**config.mk**
```make
export PLATFORM = sky130hd
export DESIGN_NAME = bpr_bias_pullup_regs
export DESIGN_NICKNAME = d
export VERILOG_FILES = /design/src/logic/bpr_pkg.sv /design/src/logic/bpr_cfg_reg.sv /design/src/logic/bpr_bias_decode.sv /design/src/logic/bpr_bias_pullup_regs.sv
export SDC_FILE = /design/constraint.sdc
export NUM_CORES = 1
export LEC_CHECK = 0
export BUFFER_PORTS_ARGS = -buffer_cell sky130_fd_sc_hd__clkbuf_2
export CELL_PAD_IN_SITES_DETAIL_PLACEMENT = 1
export CELL_PAD_IN_SITES_GLOBAL_PLACEMENT = 1
export CORE_UTILIZATION = 39
export DETAILED_ROUTE_END_ITERATION = 7
export GPL_ROUTABILITY_DRIVEN = 0
export PLACE_DENSITY_LB_ADDON = 0.1
export SKIP_LAST_GASP = 1
export SYNTH_ARGS = -nofsm -noshare
export SYNTH_HDL_FRONTEND = slang
export SYNTH_SLANG_ARGS = --single-unit
export TNS_END_PERCENT = 100
```
**constraint.sdc**
```tcl
create_clock -name core_clk -period 1.3 [get_ports core_clk]
set_input_delay 0.195 -clock core_clk [delete_from_list [all_inputs] [get_ports core_clk]]
set_output_delay 0.195 -clock core_clk [all_outputs]
set_load 0.005 [all_outputs]
```
**src/logic/bpr_pkg.sv**
```systemverilog
package bpr_pkg;

  // ----------------------------------------
  // Register map
  // ----------------------------------------
  localparam int          BPR_DATA_W       = 8;
  localparam int          BPR_ADDR_W       = 8;
  localparam int          BPR_NUM_REGS     = 3;
  localparam logic [7:0]  BPR_ADDR_BIAS    = 8'h47;
  localparam logic [7:0]  BPR_ADDR_PULLA   = 8'h48;
  localparam logic [7:0]  BPR_ADDR_PULLB   = 8'h49;
  localparam logic [7:0]  BPR_RST_BIAS     = 8'h00;
  localparam logic [7:0]  BPR_RST_PULLA    = 8'h7f;
  localparam logic [7:0]  BPR_RST_PULLB    = 8'h1f;
  localparam logic [7:0]  BPR_RDATA_IDLE   = 8'h00;

  // Register indices in the bank
  localparam int          BPR_IDX_BIAS     = 0;
  localparam int          BPR_IDX_PULLA    = 1;
  localparam int          BPR_IDX_PULLB    = 2;

  // ----------------------------------------
  // Field positions, analog bias register
  // ----------------------------------------
  localparam int          BPR_CBIAS_BIT    = 6;
  localparam int          BPR_AFE23_LSB    = 4;
  localparam int          BPR_MIC_LSB      = 2;
  localparam int          BPR_DAC_LSB      = 0;
  localparam int          BPR_LEVEL_W      = 2;

  // ----------------------------------------
  // Field positions, pull-up registers
  // ----------------------------------------
  localparam int          BPR_PU_DMIC23    = 6;
  localparam int          BPR_PU_DMIC01    = 5;
  localparam int          BPR_PU_FRAME     = 4;
  localparam int          BPR_PU_BITCLK    = 3;
  localparam int          BPR_PU_SOUT1     = 2;
  localparam int          BPR_PU_SOUT0     = 1;
  localparam int          BPR_PU_SIN       = 0;
  localparam int          BPR_PU_BOOT      = 4;
  localparam int          BPR_PU_CCLK      = 3;
  localparam int          BPR_PU_CDATA     = 2;
  localparam int          BPR_PU_ADDR1     = 1;
  localparam int          BPR_PU_ADDR0     = 0;

  // ----------------------------------------
  // Bias level codes
  // ----------------------------------------
  localparam logic [1:0]  BPR_LVL_00       = 2'h0;
  localparam logic [1:0]  BPR_LVL_01       = 2'h1;
  localparam logic [1:0]  BPR_LVL_10       = 2'h2;
  localparam logic [1:0]  BPR_LVL_11       = 2'h3;

  // One-hot grade positions
  localparam int          BPR_GRADE_W      = 5;
  localparam int          BPR_G_NORMAL     = 0;
  localparam int          BPR_G_XSAVE      = 1;
  localparam int          BPR_G_SAVE       = 2;
  localparam int          BPR_G_ENHANCED   = 3;
  localparam int          BPR_G_SUPERIOR   = 4;
  localparam logic [4:0]  BPR_GRADE_RST    = 5'h01;

  typedef logic [BPR_GRADE_W-1:0] bpr_grade_t;

endpackage

```
**src/logic/bpr_cfg_reg.sv**
```systemverilog
`timescale 1ns/10ps
module bpr_cfg_reg #(
  parameter int         WIDTH     = 8,
  parameter logic [7:0] RESET_VAL = 8'h00
) (
  input  wire logic             core_clk,
  input  wire logic             rstn,
  input  wire logic             wr_en,
  input  wire logic [WIDTH-1:0] wdata,
  output logic      [WIDTH-1:0] value_q
);

  always_ff @(posedge core_clk or negedge rstn) begin
    if (!rstn) begin
      value_q <= RESET_VAL[WIDTH-1:0];
    end else if (wr_en) begin
      value_q <= wdata;
    end
  end

endmodule

```
**src/logic/bpr_bias_decode.sv**
```systemverilog
`timescale 1ns/10ps
module bpr_bias_decode
  import bpr_pkg::*;
#(
  parameter bit CONVERTER_MAP = 1'b0
) (
  input  wire logic                       core_clk,
  input  wire logic                       rstn,
  input  wire logic [bpr_pkg::BPR_LEVEL_W-1:0] level,
  output bpr_pkg::bpr_grade_t             grade_q
);

  // ----------------------------------------
  // Code to grade
  // ----------------------------------------
  function automatic bpr_grade_t to_grade(input logic [1:0] code, input bit conv);
    bpr_grade_t g;
    g = '0;
    case (code)
      BPR_LVL_00: g[BPR_G_NORMAL] = 1'b1;
      BPR_LVL_01: g[conv ? BPR_G_SAVE : BPR_G_XSAVE] = 1'b1;
      BPR_LVL_10: g[conv ? BPR_G_SUPERIOR : BPR_G_ENHANCED] = 1'b1;
      default:    g[conv ? BPR_G_ENHANCED : BPR_G_SAVE] = 1'b1;
    endcase
    return g;
  endfunction

  wire bpr_grade_t grade_d = to_grade(level, CONVERTER_MAP);

  always_ff @(posedge core_clk or negedge rstn) begin
    if (!rstn) begin
      grade_q <= BPR_GRADE_RST;
    end else begin
      grade_q <= grade_d;
    end
  end

endmodule

```
**src/logic/bpr_bias_pullup_regs.sv**
```systemverilog
// How it works
// - Analog bias register at 0x47, resets to 0x00, all fields read and write.
// - Bias bit 6 high powers the central analog bias down, low keeps it up.
// - Bias bits 5:4 pick front-end 2/3 level: normal, extreme save, enhanced, save.
// - Bias bits 3:2 pick microphone level: normal, extreme save, enhanced, save.
// - Bias bits 1:0 pick converter level: normal, save, superior, enhanced.
// - First pull-up register at 0x48, resets to 0x7f, bit 7 reserved zero; the code stores and reads back bit 7 as written.
// - Pull-up bits are inverted: one disables the pull-up; all reset disabled.
// - First pull-up bits 6..0: mic 2/3, mic 0/1, frame, bit clock, out1, out0, in.
// - Second pull-up register at 0x49, resets to 0x1f, bits 7:5 reserved zero; the code stores and reads back bits 7:5 as written.
// - Second pull-up bits 4..0: boot select, bus clock, bus data, addr1, addr0.
`timescale 1ns/10ps
module bpr_bias_pullup_regs
  import bpr_pkg::*;
(
  input  wire logic                          core_clk,
  input  wire logic                          rstn,
  input  wire logic [bpr_pkg::BPR_ADDR_W-1:0] reg_addr,
  input  wire logic                          reg_wr_en,
  input  wire logic [bpr_pkg::BPR_DATA_W-1:0] reg_wdata,
  input  wire logic                          reg_rd_en,
  output logic      [bpr_pkg::BPR_DATA_W-1:0] reg_rdata,
  output logic                               reg_rd_valid,
  output logic                               reg_addr_hit,
  output logic                               central_bias_off,
  output logic      [bpr_pkg::BPR_LEVEL_W-1:0] front_end_23_bias_level,
  output logic      [bpr_pkg::BPR_LEVEL_W-1:0] microphone_bias_level,
  output logic      [bpr_pkg::BPR_LEVEL_W-1:0] converter_out_bias_level,
  output bpr_pkg::bpr_grade_t                front_end_23_grade,
  output bpr_pkg::bpr_grade_t                microphone_grade,
  output bpr_pkg::bpr_grade_t                converter_out_grade,
  output logic                               digital_mic_b_pullup_off,
  output logic                               digital_mic_a_pullup_off,
  output logic                               frame_clock_pullup_off,
  output logic                               bit_clock_pullup_off,
  output logic                               serial_out_b_pullup_off,
  output logic                               serial_out_a_pullup_off,
  output logic                               serial_in_pullup_off,
  output logic                               boot_select_pullup_off,
  output logic                               ctrl_clock_pin_pullup_off,
  output logic                               ctrl_data_pin_pullup_off,
  output logic                               addr_pin_b_pullup_off,
  output logic                               addr_pin_a_pullup_off
);

  import bpr_pkg::*;

  // ----------------------------------------
  // Address decode
  // ----------------------------------------
  localparam logic [7:0] ADDR_TABLE [BPR_NUM_REGS] = '{BPR_ADDR_BIAS, BPR_ADDR_PULLA, BPR_ADDR_PULLB};
  localparam logic [7:0] RST_TABLE  [BPR_NUM_REGS] = '{BPR_RST_BIAS, BPR_RST_PULLA, BPR_RST_PULLB};

  function automatic logic [BPR_NUM_REGS-1:0] addr_select(input logic [BPR_ADDR_W-1:0] a);
    logic [BPR_NUM_REGS-1:0] s;
    s = '0;
    for (int i = 0; i < BPR_NUM_REGS; i++) begin
      s[i] = (a == ADDR_TABLE[i]);
    end
    return s;
  endfunction

  wire logic [BPR_NUM_REGS-1:0] sel     = addr_select(reg_addr);
  wire logic [BPR_NUM_REGS-1:0] wr_sel  = sel & {BPR_NUM_REGS{reg_wr_en}};
  wire logic                    rd_hit  = reg_rd_en & (|sel);

  assign reg_addr_hit = |sel;

  // ----------------------------------------
  // Register storage
  // ----------------------------------------
  logic [BPR_DATA_W-1:0] regs_q [BPR_NUM_REGS];

  for (genvar gi = 0; gi < BPR_NUM_REGS; gi++) begin : g_reg
    bpr_cfg_reg #(
      .WIDTH     (BPR_DATA_W),
      .RESET_VAL (RST_TABLE[gi])
    ) u_reg (
      .core_clk (core_clk),
      .rstn     (rstn),
      .wr_en    (wr_sel[gi]),
      .wdata    (reg_wdata),
      .value_q  (regs_q[gi])
    );
  end

  wire logic [BPR_DATA_W-1:0] bias_q  = regs_q[BPR_IDX_BIAS];
  wire logic [BPR_DATA_W-1:0] pulla_q = regs_q[BPR_IDX_PULLA];
  wire logic [BPR_DATA_W-1:0] pullb_q = regs_q[BPR_IDX_PULLB];

  // ----------------------------------------
  // Read port
  // ----------------------------------------
  logic [BPR_DATA_W-1:0] rd_mux;

  always_comb begin
    rd_mux = BPR_RDATA_IDLE;
    for (int i = 0; i < BPR_NUM_REGS; i++) begin
      if (sel[i]) begin
        rd_mux = regs_q[i];
      end
    end
  end

  logic [BPR_DATA_W-1:0] rdata_q;
  logic                  rvalid_q;

  always_ff @(posedge core_clk or negedge rstn) begin
    if (!rstn) begin
      rdata_q  <= BPR_RDATA_IDLE;
      rvalid_q <= 1'b0;
    end else begin
      rvalid_q <= rd_hit;
      if (rd_hit) begin
        rdata_q <= rd_mux;
      end
    end
  end

  assign reg_rdata    = rdata_q;
  assign reg_rd_valid = rvalid_q;

  // ----------------------------------------
  // Analog bias fields
  // ----------------------------------------
  assign central_bias_off         = bias_q[BPR_CBIAS_BIT];
  assign front_end_23_bias_level  = bias_q[BPR_AFE23_LSB +: BPR_LEVEL_W];
  assign microphone_bias_level    = bias_q[BPR_MIC_LSB +: BPR_LEVEL_W];
  assign converter_out_bias_level = bias_q[BPR_DAC_LSB +: BPR_LEVEL_W];

  bpr_bias_decode #(
    .CONVERTER_MAP (1'b0)
  ) u_dec_afe (
    .core_clk (core_clk),
    .rstn     (rstn),
    .level    (front_end_23_bias_level),
    .grade_q  (front_end_23_grade)
  );

  bpr_bias_decode #(
    .CONVERTER_MAP (1'b0)
  ) u_dec_mic (
    .core_clk (core_clk),
    .rstn     (rstn),
    .level    (microphone_bias_level),
    .grade_q  (microphone_grade)
  );

  bpr_bias_decode #(
    .CONVERTER_MAP (1'b1)
  ) u_dec_dac (
    .core_clk (core_clk),
    .rstn     (rstn),
    .level    (converter_out_bias_level),
    .grade_q  (converter_out_grade)
  );

  // ----------------------------------------
  // Pull-up disables, one means off
  // ----------------------------------------
  assign digital_mic_b_pullup_off  = pulla_q[BPR_PU_DMIC23];
  assign digital_mic_a_pullup_off  = pulla_q[BPR_PU_DMIC01];
  assign frame_clock_pullup_off    = pulla_q[BPR_PU_FRAME];
  assign bit_clock_pullup_off      = pulla_q[BPR_PU_BITCLK];
  assign serial_out_b_pullup_off   = pulla_q[BPR_PU_SOUT1];
  assign serial_out_a_pullup_off   = pulla_q[BPR_PU_SOUT0];
  assign serial_in_pullup_off      = pulla_q[BPR_PU_SIN];
  assign boot_select_pullup_off    = pullb_q[BPR_PU_BOOT];
  assign ctrl_clock_pin_pullup_off = pullb_q[BPR_PU_CCLK];
  assign ctrl_data_pin_pullup_off  = pullb_q[BPR_PU_CDATA];
  assign addr_pin_b_pullup_off     = pullb_q[BPR_PU_ADDR1];
  assign addr_pin_a_pullup_off     = pullb_q[BPR_PU_ADDR0];

  logic past_valid_q;
  always_ff @(posedge core_clk or negedge rstn) begin
    if (!rstn) begin
      past_valid_q <= 1'b0;
    end else begin
      past_valid_q <= 1'b1;
    end
  end
endmodule

```
==> results.tsv <==
stage	metric	value	unit
floorplan	chipHeight	72.91	um
synth	yosys.area.top_type	dfrtp_1	
pwr	seqPwrFrac	0.575	
routing	vias	1377	
sta	fin_crit_sh	0.8926	
critical_path	cp.required	1.11	ns
critical_path	worstPathMaxFanout	3	
critical_path	path_buf_inv	1	
clocking	clkLatencyLatePin	0.29	ns
pwr	power.density	1078	nW/um^2
pwr	power_frac_clock	0.331	
flow_run	maxCapViolCount	0	
routing	ant_nets	0	
routing	drtIter0Drc	77	
sta	tns	0	ns
routing	wirelength	4427	um
clocking	cts-root-buf	clkbuf_8	
floorplan	core.rowCount	25	
layout	antennaDiodeCount	0	
critical_path	path_delay_family	flip-flops	
critical_path	critical_path.slowest_cell	dfstp_2	
global_routing	grt_max_degree	46	
global_routing	grt_pass1_wl	7196	um
sta	setup_viol_count_final	0	
floorplan	io_pins	64	
place	dpl_cell_area	2352	um^2
clocking	cts_made_buffers	5	
place	hpwl	3348	um
pwr	p_leak	1.369	nW
clocking	holdBufCountCts	1	
synth	syn_area_per_cell	13.07	um^2
pwr	p_comb_frac	0.094	
sta	grt_setup_unrepaired	no	
layout	fin_util	0.5124	
run_status	status	completed	
global_routing	antenna_found_initial	0	
layout	final_nets	236	
synth	synthDistinctLibCells	26	
synth	synth_warnings	0	
critical_path	cp-start-kind	flip-flop	
floorplan	start_util	0.4097	
sta	max_freq	861.8	MHz
sta	post-route-worst-setup-slack	0.1396	ns
synth	synth_commonest_cells	dfrtp_1, mux2_2, dfstp_2, buf_4, nor2_1	
clocking	cts_num_sinks	45	
pwr	swShare	0.2297	
sta	min_period	1.160	ns
global_routing	overflow	0	
synth	yosys.area.top_type_share	0.3829	
place	dp_worst_setup_slack	-0.1052	ns
place	portBuffers	60	
synth	synth_most_common_cell	dfrtp_1	
layout	drive_above_1_share	0.5714	
pwr	ir_worst_vdd	0.6398	mV
critical_path	path_cells	clkbuf_2	
synth	synth_cells	150	
synth	seq_area_frac_synth	0.5839	
routing	drc	0	
clocking	cts_tree	done	
critical_path	worstPathArrival	0.97	ns
synth	yosys_register_bits	45	
layout	area_growth	25.08	%
clocking	cts_resized	0	
critical_path	critical-path-max-stage-delay	0.56	ns
global_routing	grt.total_usage	0.1876	
synth	synth_area_leaders	dfrtp_1, dfstp_2, mux2_2, buf_4, a21o_1	
sta	hold_ws	0.1768	ns
critical_path	cp-end-kind	output port	
clocking	cts_buffer_depth	2	
sta	finalMaxSlewViolations	0	
hold_path	hold_class	input pin to flip-flop	
synth	synth-edff-count	0	
synth	ys.flop_type	dfrtp_1	
floorplan	die_area	5315	um^2
clocking	cts_setup_buffers	0	
clocking	clk_pin_slew	0.08	ns
routing	dr.pass1.iters	4	
synth	mappedNetlistArea	1961	um^2
layout	finish.instance_area	2452	um^2
routing	wire_per_inst	15.59	um
clocking	h-tree-depth	2	
global_routing	grt_pass1_vias	1403	
synth	ys_async_sr_fraction	1.000	
routing	via_per_inst	4.849	
sta	hold_viol	0	
critical_path	path_class	flip-flop to output port	
pwr	p_int	0.002037	W
sta	fin_skew	0.005509	ns
floorplan	die_x	72.91	um
floorplan	fp.coreArea	4786	um^2
pwr	p_switching	0.0006074	W
==> power by group through the flow <==
| stage | Clock (W) | Combinational, W | Sequential (W) |
|---|---|---|---|
| 3_5_place_dp | 0 | 0.000251 | 0.00155 |
| 6_report | 0.000874 | 0.000249 | 0.00152 |
| 4_1_cts | 0.000908 | 0.000254 | 0.00152 |
| 2_1_floorplan | 0 | 0.000111 | 0.00154 |
| 3_3_place_gp | 0 | 0.000243 | 0.00154 |
| 5_1_grt | 0.000974 | 0.000279 | 0.00153 |
==> cells in the final DEF, fill, tap and decap left out, types with 2 or more instances in the layout <==
cell,instances
buf_4,10
clkbuf_8,6
and2_1,3
o31ai_1,8
a21o_1,8
dfstp_2,15
nor2b_1,6
clkbuf_1,2
conb_1,3
nand2_1,8
nor2_1,11
dfrtp_1,30
a31oi_1,8
mux2_2,24
clkbuf_2,60
==> per-stage QoR <==
step | instances | total power [W]
floorplan | 152 | 0.001652
global placement | 275 | 0.001787
detailed placement | 275 | 0.001799
CTS | 284 | 0.002685
global route | 284 | 0.002785
finish | 284 | 0.002644
==> area by class of cell <==
| cell class | instances | area (um^2) |
|---|---|---|
| Clock buffer | 8 | 90.09 |
| Fill cell | 534 | 2333 |
| Inverter | 1 | 3.754 |
| Multi-Input combinational cell | 91 | 724.4 |
| Sequential cell | 45 | 1145 |
| Tap cell | 67 | 83.83 |
| Timing Repair Buffer | 72 | 405.4 |
==> cell families after synthesis <==
logic type	after synthesis	share of synthesized area
compound gates	26	0.09700
buf+inv	16	0.05297
flops	45	0.5839
mux	24	0.1378
other cells	1	0.001913
simple gates	38	0.1264
==> final timing paths <==
kind                                                            start                                     to  slack [ns]  cells after the start
worst max-delay path            g_reg[2].u_reg.value_q[3]$_DFFE_PN1P_              ctrl_clock_pin_pullup_off        0.14                      1
worst max register to register  g_reg[1].u_reg.value_q[1]$_DFFE_PN1P_               reg_rdata[1]$_DFFE_PN0P_        0.24                      3
min in group asynchronous                                        rstn         u_dec_afe.grade_q[1]$_DFF_PN0_        0.41                      3
worst min register to register               reg_rdata[7]$_DFFE_PN0P_               reg_rdata[7]$_DFFE_PN0P_        0.49                      2
worst min-delay path                                     reg_wdata[4]  g_reg[1].u_reg.value_q[4]$_DFFE_PN1P_        0.18                      2
max in group asynchronous                                        rstn  g_reg[1].u_reg.value_q[0]$_DFFE_PN1P_        0.61                      3
==> state kept, by name, indices dropped and copies added (netlist names) <==
name,cells
reg_rd_valid,1
u_dec_dac.grade_q,4
u_dec_mic.grade_q,4
u_dec_afe.grade_q,4
g.u_reg.value_q,24
reg_rdata,8
==> metal layers <==
metal	GRT usage	wire length, um
met5	0	0
met4	0.06100	47
met3	0.03867	214
met2	0.3416	2456
met1	0.2199	1709
Power figures use the tool's default switching activity.
